<file path="config.mk">
export PLATFORM = sky130hd
export DESIGN_NAME = deep_sleep_wdog
export DESIGN_NICKNAME = d
export VERILOG_FILES = /design/src/rtl/dsw_pkg.sv /design/src/rtl/osc_tick_if.sv /design/src/rtl/osc_tick_sync.sv /design/src/rtl/deep_sleep_wdog.sv
export SDC_FILE = /design/constraint.sdc
export NUM_CORES = 1
export LEC_CHECK = 0
export ABC_AREA = 1
export BUFFER_PORTS_ARGS = -buffer_cell sky130_fd_sc_hd__buf_2
export CAP_MARGIN = 20
export CORE_MARGIN = 2
export CORE_UTILIZATION = 43
export DETAILED_ROUTE_END_ITERATION = 10
export SLEW_MARGIN = 30
export SYNTH_ARGS = -nofsm -noshare
export SYNTH_HDL_FRONTEND = slang
export SYNTH_SLANG_ARGS = --single-unit
</file>
<file path="constraint.sdc">
create_clock -name core_clk -period 2 [get_ports core_clk]
set_input_delay 0.1 -clock core_clk [delete_from_list [all_inputs] [get_ports core_clk]]
set_output_delay 0.1 -clock core_clk [all_outputs]
set_load 0.02 [all_outputs]
</file>
<file path="src/rtl/dsw_pkg.sv">
// Shared constants for the deep sleep watchdog
package dsw_pkg;

  // ************************************************************
  // Configuration word layout
  // ************************************************************
  localparam int CFG_WIDTH = 5;          // Width of the deep sleep configuration word
  localparam int PERIOD_SEL_LSB = 0;     // Period select field, low bit
  localparam int PERIOD_SEL_WIDTH = 4;   // Period select field, four bits
  localparam int CLOCK_SEL_BIT = 4;      // Clock source select bit
  localparam logic CLOCK_SEL_XTAL = 1'h0; // Select the secondary crystal oscillator
  localparam logic CLOCK_SEL_RC = 1'h1; // Select the low-power RC oscillator

  // ************************************************************
  // Postscaler and counter
  // ************************************************************
  localparam int NOMINAL_OSC_HZ = 31000; // Nominal watchdog oscillator rate in Hz
  localparam int MIN_SHIFT = 6;          // Shortest period: 2**6 ticks, about 2.1 ms
  localparam int SHIFT_STEP = 2;         // Each code step multiplies the period by four
  localparam int COUNT_WIDTH = 36;       // Longest period: 2**36 ticks, about 25.7 days

  // ************************************************************
  // Reset values
  // ************************************************************
  localparam logic [COUNT_WIDTH-1:0] COUNT_RESET = 36'h0_0000_0000; // Counter reset value
  localparam logic [PERIOD_SEL_WIDTH-1:0] PERIOD_SEL_RESET = 4'hF;  // Longest period until strapped
  localparam logic [1:0] SYNC_RESET = 2'h0;                         // Synchroniser reset value

  // Counter states
  typedef enum logic [2:0] {
    ST_IDLE = 3'h1,
    ST_COUNT = 3'h2,
    ST_EXPIRED = 3'h4
  } wdog_state_t;

endpackage

</file>
<file path="src/rtl/osc_tick_if.sv">
// Tick carrier from an oscillator edge detector to the watchdog counter
`timescale 1ns/1ps
interface osc_tick_if;
  logic tick; // One core_clk pulse per rising oscillator edge
  modport src (output tick);
  modport dst (input tick);
endinterface

</file>
<file path="src/rtl/osc_tick_sync.sv">
// Oscillator pin synchroniser and rising edge detector
`timescale 1ns/1ps
module osc_tick_sync (
  input wire logic core_clk,
  input wire logic rst_n,
  input wire logic osc_pin,
  osc_tick_if.src tick_out
);

  // ************************************************************
  // Two-stage synchroniser, then one history stage
  // ************************************************************
  logic meta_reg;   // First stage, read only by the second stage
  logic sync_reg;   // Second stage, safe to use
  logic hist_reg;   // Previous synchronised level
  logic tick_reg;   // Registered edge pulse

  // Sample the slow oscillator; it must run well below core_clk/2
  always_ff @(posedge core_clk) begin
    if (!rst_n) begin
      meta_reg <= dsw_pkg::SYNC_RESET[0];
      sync_reg <= dsw_pkg::SYNC_RESET[0];
      hist_reg <= dsw_pkg::SYNC_RESET[0];
    end else begin
      meta_reg <= osc_pin;
      sync_reg <= meta_reg;
      hist_reg <= sync_reg;
    end
  end

  // Rising edge becomes a single-cycle tick
  always_ff @(posedge core_clk) begin
    if (!rst_n) begin
      tick_reg <= 1'b0;
    end else begin
      tick_reg <= sync_reg & ~hist_reg;
    end
  end

  assign tick_out.tick = tick_reg;

endmodule

</file>
<file path="src/rtl/deep_sleep_wdog.sv">
// Deep sleep watchdog: clock selection, postscaled counter and wake event
`timescale 1ns/1ps
module deep_sleep_wdog #(
  parameter int MIN_SHIFT = dsw_pkg::MIN_SHIFT,
  parameter int SHIFT_STEP = dsw_pkg::SHIFT_STEP,
  parameter int COUNT_WIDTH = dsw_pkg::COUNT_WIDTH
) (
  input wire logic core_clk,
  input wire logic rst_n,
  input wire logic [dsw_pkg::CFG_WIDTH-1:0] deep_sleep_config_word,
  input wire logic deep_sleep_wdog_enable,
  input wire logic deep_sleep_active,
  input wire logic secondary_crystal_osc,
  input wire logic low_power_rc_osc,
  output logic secondary_crystal_osc_enable,
  output logic low_power_rc_osc_enable,
  output logic deep_sleep_wdog_wake,
  output logic deep_sleep_wdog_timeout,
  output logic [COUNT_WIDTH-1:0] deep_sleep_wdog_count
);

  // ************************************************************
  // Elaboration checks
  // ************************************************************
  // The longest setting must still fit in the counter
  // The shift amount travels in six bits, so the longest setting must stay below 64
  if (MIN_SHIFT < 1 || SHIFT_STEP < 1 || COUNT_WIDTH < MIN_SHIFT + 15 * SHIFT_STEP ||
      MIN_SHIFT + 15 * SHIFT_STEP > 63) begin : g_bad_params
    $error("deep_sleep_wdog: counter too narrow for the period range");
  end

  // ************************************************************
  // Oscillator edge detectors
  // ************************************************************
  osc_tick_if xtal_if ();  // Crystal oscillator ticks
  osc_tick_if rc_if ();  // RC oscillator ticks

  osc_tick_sync u_xtal_tick (
    .core_clk(core_clk),
    .rst_n(rst_n),
    .osc_pin(secondary_crystal_osc),
    .tick_out(xtal_if.src)
  );

  osc_tick_sync u_rc_tick (
    .core_clk(core_clk),
    .rst_n(rst_n),
    .osc_pin(low_power_rc_osc),
    .tick_out(rc_if.src)
  );

  // ************************************************************
  // Configuration capture
  // ************************************************************
  logic cfg_loaded_reg;                                  // Straps captured once after reset
  logic clock_sel_reg;                                   // Chosen oscillator
  logic [dsw_pkg::PERIOD_SEL_WIDTH-1:0] period_sel_reg;  // Chosen postscaler code
  logic enable_reg;                                      // Watchdog enabled by configuration

  // Straps are taken on the first clock after reset release, never inside reset,
  // so the configuration stays fixed for the whole run
  always_ff @(posedge core_clk) begin
    if (!rst_n) begin
      cfg_loaded_reg <= 1'b0;
      clock_sel_reg <= dsw_pkg::CLOCK_SEL_XTAL;
      period_sel_reg <= dsw_pkg::PERIOD_SEL_RESET;
      enable_reg <= 1'b0;
    end else if (!cfg_loaded_reg) begin
      cfg_loaded_reg <= 1'b1;
      clock_sel_reg <= deep_sleep_config_word[dsw_pkg::CLOCK_SEL_BIT];
      period_sel_reg <= deep_sleep_config_word[dsw_pkg::PERIOD_SEL_LSB +: dsw_pkg::PERIOD_SEL_WIDTH];
      enable_reg <= deep_sleep_wdog_enable;
    end
  end

  // ************************************************************
  // Decode
  // ************************************************************
  wire sel_tick;                          // Tick of the chosen oscillator
  wire running;                           // Counter allowed to advance
  wire [5:0] period_shift;                // log2 of the period in ticks
  wire [COUNT_WIDTH-1:0] terminal;        // Last count before expiry
  wire at_terminal;                       // Next tick expires
  wire xtal_en_next; // Crystal enable request
  wire rc_en_next; // RC enable request
  // Counter reset value at this instance's width; the package holds it at the default 36-bit width
  localparam logic [COUNT_WIDTH-1:0] COUNT_INIT = COUNT_WIDTH'(dsw_pkg::COUNT_RESET);

  assign sel_tick = (clock_sel_reg == dsw_pkg::CLOCK_SEL_RC) ? rc_if.tick : xtal_if.tick;
  assign running = cfg_loaded_reg & enable_reg & deep_sleep_active;
  // Each code multiplies the period by 2**SHIFT_STEP; code 0 is the shortest
  assign period_shift = 6'(MIN_SHIFT + SHIFT_STEP * int'(period_sel_reg));
  assign terminal = (COUNT_WIDTH'(1) << period_shift) - COUNT_WIDTH'(1);
  // The oscillator is kept alive as long as the watchdog is enabled, asleep or not
  assign xtal_en_next = cfg_loaded_reg & enable_reg & (clock_sel_reg == dsw_pkg::CLOCK_SEL_XTAL);
  assign rc_en_next = cfg_loaded_reg & enable_reg & (clock_sel_reg == dsw_pkg::CLOCK_SEL_RC);

  // ************************************************************
  // Counter state machine
  // ************************************************************
  dsw_pkg::wdog_state_t state_reg;     // Current state
  dsw_pkg::wdog_state_t state_next;    // Next state
  logic [COUNT_WIDTH-1:0] count_reg;   // Postscaled tick count
  logic [COUNT_WIDTH-1:0] count_next;  // Next count
  logic wake_next;                     // Expiry in this cycle

  // Terminal compare needs the count, so it follows the count's declaration
  assign at_terminal = (count_reg == terminal);

  // Leaving deep sleep always restarts the count from zero
  always_comb begin
    state_next = state_reg;
    count_next = count_reg;
    wake_next = 1'b0;
    case (state_reg)
      dsw_pkg::ST_IDLE: begin
        count_next = COUNT_INIT;
        if (running) begin
          state_next = dsw_pkg::ST_COUNT;
        end
      end
      dsw_pkg::ST_COUNT: begin
        if (!running) begin
          // Woken by something else, or disabled
          state_next = dsw_pkg::ST_IDLE;
          count_next = COUNT_INIT;
        end else if (sel_tick && at_terminal) begin
          state_next = dsw_pkg::ST_EXPIRED;
          wake_next = 1'b1;
        end else if (sel_tick) begin
          count_next = count_reg + COUNT_WIDTH'(1);
        end
      end
      dsw_pkg::ST_EXPIRED: begin
        // Hold until the power controller leaves deep sleep
        if (!deep_sleep_active) begin
          state_next = dsw_pkg::ST_IDLE;
          count_next = COUNT_INIT;
        end
      end
      default: begin
        state_next = dsw_pkg::ST_IDLE;
        count_next = COUNT_INIT;
      end
    endcase
  end

  // State and count registers
  always_ff @(posedge core_clk) begin
    if (!rst_n) begin
      state_reg <= dsw_pkg::ST_IDLE;
      count_reg <= COUNT_INIT;
    end else begin
      state_reg <= state_next;
      count_reg <= count_next;
    end
  end

  // ************************************************************
  // Outputs
  // ************************************************************
  logic wake_reg;      // One-cycle wake request
  logic timeout_reg;   // Sticky time-out flag
  logic xtal_en_reg; // Crystal enable
  logic rc_en_reg; // RC enable

  // Timeout is set only while asleep and cleared only when awake, so they never collide
  always_ff @(posedge core_clk) begin
    if (!rst_n) begin
      wake_reg <= 1'b0;
      timeout_reg <= 1'b0;
      xtal_en_reg <= 1'b0;
      rc_en_reg <= 1'b0;
    end else begin
      wake_reg <= wake_next;
      timeout_reg <= wake_next | (timeout_reg & deep_sleep_active);
      xtal_en_reg <= xtal_en_next;
      rc_en_reg <= rc_en_next;
    end
  end

  assign deep_sleep_wdog_wake = wake_reg;
  assign deep_sleep_wdog_timeout = timeout_reg;
  assign deep_sleep_wdog_count = count_reg;
  assign secondary_crystal_osc_enable = xtal_en_reg;
  assign low_power_rc_osc_enable = rc_en_reg;
endmodule

</file>
# Word-level counts from Yosys, hierarchy flattened

Cells that the tools add are included.

Bits in registers: 58
Bits in latches: 0
RAM bits: 0
ROM bits: 0
Output and inout port bits: 40
Memories: 0

$add $sub $neg: 3
Multiply operators: 0
Divide/modulo/power cells: 0
Magnitude comparators: 0
Eq/ne operators: 9
Shifts and indexed selects: 1
Mux-type cells: 15
Bitwise gates (word level): 11
Reductions and logical operators: 3

Operators with widths:

| kind                                                                  | number |
|---|---|
| 36-bit two-way mux                                                    | 4 |
| 36-bit one-hot mux with 2 select lines                                | 1 |
| 36-bit by 1-bit adder with 36-bit output (second input constant)      | 1 |
| 36-bit == test                                                        | 1 |
| 1-bit by 6-bit left shift with 36-bit output (first input constant)   | 1 |
| 36-bit by 2-bit subtractor with 36-bit output (second input constant) | 1 |
| 3-bit two-way mux                                                     | 4 |
| 3-bit != test (second input constant)                                 | 3 |
| 3-bit one-hot mux with 3 select lines                                 | 1 |
| 1-bit AND                                                             | 7 |
| 3-bit by 5-bit adder with 6-bit output (first input constant)         | 1 |
| 3-bit AND reduction                                                   | 2 |
| 1-bit two-way mux                                                     | 5 |
| 2-bit != test (second input constant)                                 | 2 |
| 3-bit by 1-bit == test with 1-bit output (second input constant)      | 1 |
| 3-bit by 2-bit == test with 1-bit output (second input constant)      | 1 |
| 3-bit == test (second input constant)                                 | 1 |
| 1-bit NOT                                                             | 3 |
| 1-bit logical AND                                                     | 1 |
| 1-bit bitwise OR                                                      | 1 |

# Depth between registers and ports, before layout

Word-level depth: 9
Depth in mapped cells: 18

# By module

A second synthesis with hierarchy kept.

Cells, all modules: 676
Area, all modules: 4174.0 um^2

Modules (own cells, without submodules):

| module          | times used | cells an instance | area each (um^2) | seq. area each (um^2) |
|---|---|---|---|---|
| deep_sleep_wdog | 1          | 654               | 3956.3           | 1001.0 |
| osc_tick_sync   | 2          | 11                | 108.9            | 80.1 |

# Least setup slack after synthesis

OpenSTA, ideal clock, no wires.

Path kind: flip-flop to flip-flop
From: register count_reg[0], in the netlist deep_sleep_wdog_count[0]
To: register count_reg[32], in the netlist deep_sleep_wdog_count[32]
Arrival: 2.069 ns
Path slack: -0.139 ns
Stages on the path, launching flop included: 12
Period minus slack after synthesis: 2.139 ns
Path through: dfxtp_1 ha_1 nand2_1 nor2_1 nand2_1 nor4_1 nand2_1 nand2_1 nand3_1 nor2_1 nand2_1 a21oi_1

Cells in the longest elaborated chain, start to end: 5

RTL lines:

| item                                     | RTL line               | text |
|---|---|---|
| start: declaration                       | deep_sleep_wdog.sv:103 | `logic [COUNT_WIDTH-1:0] count_reg;` |
| start signal: assignment                 | deep_sleep_wdog.sv:155 | `count_reg <= count_next;` |
| 36-bit by 1-bit adder with 36-bit output | deep_sleep_wdog.sv:131 | `count_next = count_reg + COUNT_WIDTH'(1);` |
| 36-bit two-way mux                       | deep_sleep_wdog.sv:130 | `end else if (sel_tick) begin` |
| 36-bit two-way mux                       | deep_sleep_wdog.sv:127 | `end else if (sel_tick && at_terminal) begin` |
| 36-bit two-way mux                       | deep_sleep_wdog.sv:123 | `if (!running) begin` |
| 36-bit one-hot mux with 2 select lines   | deep_sleep_wdog.sv:115 | `case (state_reg)` |

Several ways; a longest one is shown, not always the timed one. The select of a mux whose other input is x is not followed.
A chain may end at the register's enable or synchronous reset.

# Worst setup path after layout

From: register period_sel_reg[2] (netlist name)
To: register state_reg[1]

Cells in the longest elaborated chain, start to end: 7

RTL lines:

| item                                          | RTL line               | text |
|---|---|---|
| start: declaration                            | deep_sleep_wdog.sv:57  | `logic [dsw_pkg::PERIOD_SEL_WIDTH-1:0] period_sel_reg;` |
| start signal: assignment                      | deep_sleep_wdog.sv:66  | `period_sel_reg <= dsw_pkg::PERIOD_SEL_RESET;` |
| start signal: assignment                      | deep_sleep_wdog.sv:71  | `period_sel_reg <= deep_sleep_config_word[dsw_pkg::PERIOD_SEL_LSB +: dsw_pkg::PERIOD_SEL_WIDTH];` |
| 3-bit by 5-bit adder with 6-bit output        | deep_sleep_wdog.sv:92  | `assign period_shift = 6'(MIN_SHIFT + SHIFT_STEP * int'(period_sel_reg));` |
| 1-bit by 6-bit left shift with 36-bit output  | deep_sleep_wdog.sv:93  | `assign terminal = (COUNT_WIDTH'(1) << period_shift) - COUNT_WIDTH'(1);` |
| 36-bit by 2-bit subtractor with 36-bit output | deep_sleep_wdog.sv:93  |  |
| 36-bit == test                                | deep_sleep_wdog.sv:108 | `assign at_terminal = (count_reg == terminal);` |
| 1-bit logical AND                             | deep_sleep_wdog.sv:127 |  |
| 3-bit != test (no line)                       | n/a                    |  |
| 3-bit AND reduction (no line)                 | n/a                    |  |
| end signal: assignment                        | deep_sleep_wdog.sv:151 | `state_reg <= dsw_pkg::ST_IDLE;` |
| end signal: assignment                        | deep_sleep_wdog.sv:154 | `state_reg <= state_next;` |
| end: declaration                              | deep_sleep_wdog.sv:101 | `dsw_pkg::wdog_state_t state_reg;` |

Every way passes these cells.

==> reports/results.ini <==
[cells_and_area]
final_common_cell=nand2_1
layout_common_cells=174 x nand2_1, 79 x nand3_1, 71 x buf_4
fin_nets=820
antenna_cells=0
area_growth_pct=34.3
drive_gt1_share_pct=24.8
largest_reg_flops=36
fin_cells=941

[routing]
ant_nets=0
avgRoutedWirePerCell_um=17.2
drtPass1Iterations=8
viasPerCell=5.43
wirelength_um=16200
route.detailed.drc=0
drtIter0Drc=477
vias=5109

[timing]
slew_viol_final=0
fin_crit_sh_pct=115
max_slew_margin_pct=53.4
rsz0062_at_grt=yes
min_period_ns=2.29
fmaxAchievable_mhz=436
skew_ns=0.00981
worst_pin_slew_ns=0.699
fin_hold_ws_ns=0.00942
setup_slack_ns=-0.293
finalHoldViolCount=0
finalSetupViolations=40

[synthesis]
synth_ff_type=dfxtp_1
synth_async_sr_flop_share_pct=0
synth_edf_count=0
seq_area_frac_synth_pct=28.2
ys_warn_count=0
postSynthCellCount=683
synth_seq_cells=58
syn_area_per_cell_um2=6.02
yosysUniqueCellTypes=34
netlist_area_um2=4110

[run_status]
status=complete, but fails checks
failed_checks=negative setup slack

[setup_path]
critPathLaunchType=register
cp_max_fo=7
max_stage_delay_ns=0.37
endpoint_kind=register
worstPathRequired_ns=2.24
crit_path_frequent_cell=nand2_1
arrival_ns=2.54
slowest_stage=dfxtp_4
path_class=reg -> reg
crit_chain=buf_6 > nor2_4 > nand2_2 > nand2_1 > nand2_1 > inv_1 > nand2_1 > nor2_1 > nand2_1 > nor2_1 > nand2_1 > nor2_1 > nand3_2 > buf_4 > buf_6 > nand2_2 > o31ai_1 > and2_1

[power]
p_leak_nw=2.34
total_power_w=0.00304
ir_drop_mv=0.492
pwr_density_cell_nw_per_um2=550

[global_routing]
grt.overflow.total=0
grt_pass1_vias=4786
grt_max_degree=32
grt_pass1_wl_um=25200
antenna_found_initial=0
track_usage_pct=32.3

[die]
fp-row-count=35
start_util_pct=44.5
ios=51
dieWidth_um=102
core_um2=9240
die_area_um2=10400
die_h_um=102

[clock_network]
clk_latency_ns=0.35
numCtsBuffers=9
path_clk_slew_ns=0.08
cts_sinks=58
root_buffer=clkbuf_8
cts_buffer_depth=2
cts_tree=yes
cts-htree-levels=3

[worst_hold_path]
hold_path.class=in -> reg

[job]
max_cap_violations=0

[placed_design]
hpwl_um=12300
port_buffers=50
gp_congestion=1.03
placed_cells=915

==> metrics by stage <==
step                util [%]  setup TNS (ns)  setup WS, ns  area, um^2
detailed placement      55.0          -10.48        -0.294        5080
CTS                     58.7           -7.37        -0.218        5430
global route            59.8          -15.00        -0.423        5520
global placement        55.0          -10.05        -0.274        5080
finish                  59.8           -9.91        -0.293        5520
floorplan                  -               0       0.00481        4140
==> where the power goes <==
part / leakage [nW] / total (W) / switching [W] / internal, W
Combinational: 1.76 / 0.000529 / 0.000334 / 0.000195
Clock: 0.110 / 0.00127 / 0.000561 / 0.000712
Sequential: 0.472 / 0.00124 / 0.0000345 / 0.00120
==> synth_stat cells, types with 2 or more instances <==
master	instances	area share, %
o211ai_1	6	1.1
clkbuf_1	13	1.2
inv_1	70	6.4
nand2_1	194	18
nand2_4	3	0.82
nand4_1	15	2.3
nor2_1	65	5.9
o21ai_1	6	0.73
xnor2_1	2	0.43
buf_6	3	0.82
inv_2	4	0.37
buf_2	7	0.85
nor2_4	2	0.55
nor3_1	44	5.4
dfxtp_1	58	28
ha_1	2	0.61
nand3_1	83	10
xor2_1	26	5.5
nand3b_1	2	0.37
buf_4	3	0.55
nor4_1	12	1.8
a211oi_1	2	0.37
nor2_2	2	0.30
o21ai_0	8	0.97
a21oi_1	38	4.6
nor3b_1	3	0.55
clkinv_1	3	0.27
==> final cells by class <==
class / instances / area [um^2]
inverter: 77 / 292
sequential: 58 / 1170
clock inverter: 7 / 103
tap: 129 / 161
fill: 938 / 3720
multi-input combinational: 523 / 2640
clock buffer: 9 / 124
timing repair buffer: 138 / 1030
==> worst max-delay path: cells and delay by family (launching register included) <==
kind                   cells  cell delay [ns]
buffers and inverters      4             0.44
and+or+nand+nor           13             1.31
DFF                        1             0.37
AOI/OAI and AO/OA          1             0.07
==> cell families after synthesis <==
group,after synthesis,share of synthesized area (%)
xor+xnor,28,5.96
fa+ha+maj,2,0.609
compound gates,63,8.31
other cells,1,0.0912
buf+inv,103,10.4
flops,58,28.2
simple gates,428,46.3
==> timing repair <==
action,in CTS,in global routing
setup buffers,2,1
pin swaps,5,1
gates resized for setup,11,29
endpoints found under the setup margin,40,40
cloned,0,0
hold buffers,7,0
hold endpoints to repair,7,0
==> metal layers <==
metal / global-route usage [%] / wire length (um) / vias up
li1: - / - / 2482
met1: 43.8 / 7100 / 2384
met2: 50.8 / 7340 / 210
met3: 6.83 / 1300 / 33
met4: 10.9 / 429 / 0
met5: 0 / 0 / -
==> worst paths after layout <==
kind / endpoint / cells past startpoint / slack [ns] / start
min reg2reg: u_rc_tick.tick_out.tick / 1 / 0.39 / u_rc_tick.hist_reg
max: state_reg[1] / 18 / -0.29 / period_sel_reg[2]
max reg2reg: state_reg[1] / 18 / -0.29 / period_sel_reg[2]
min: deep_sleep_wdog_timeout / 3 / 0.009 / deep_sleep_active
Power figures use the tool's default switching activity.
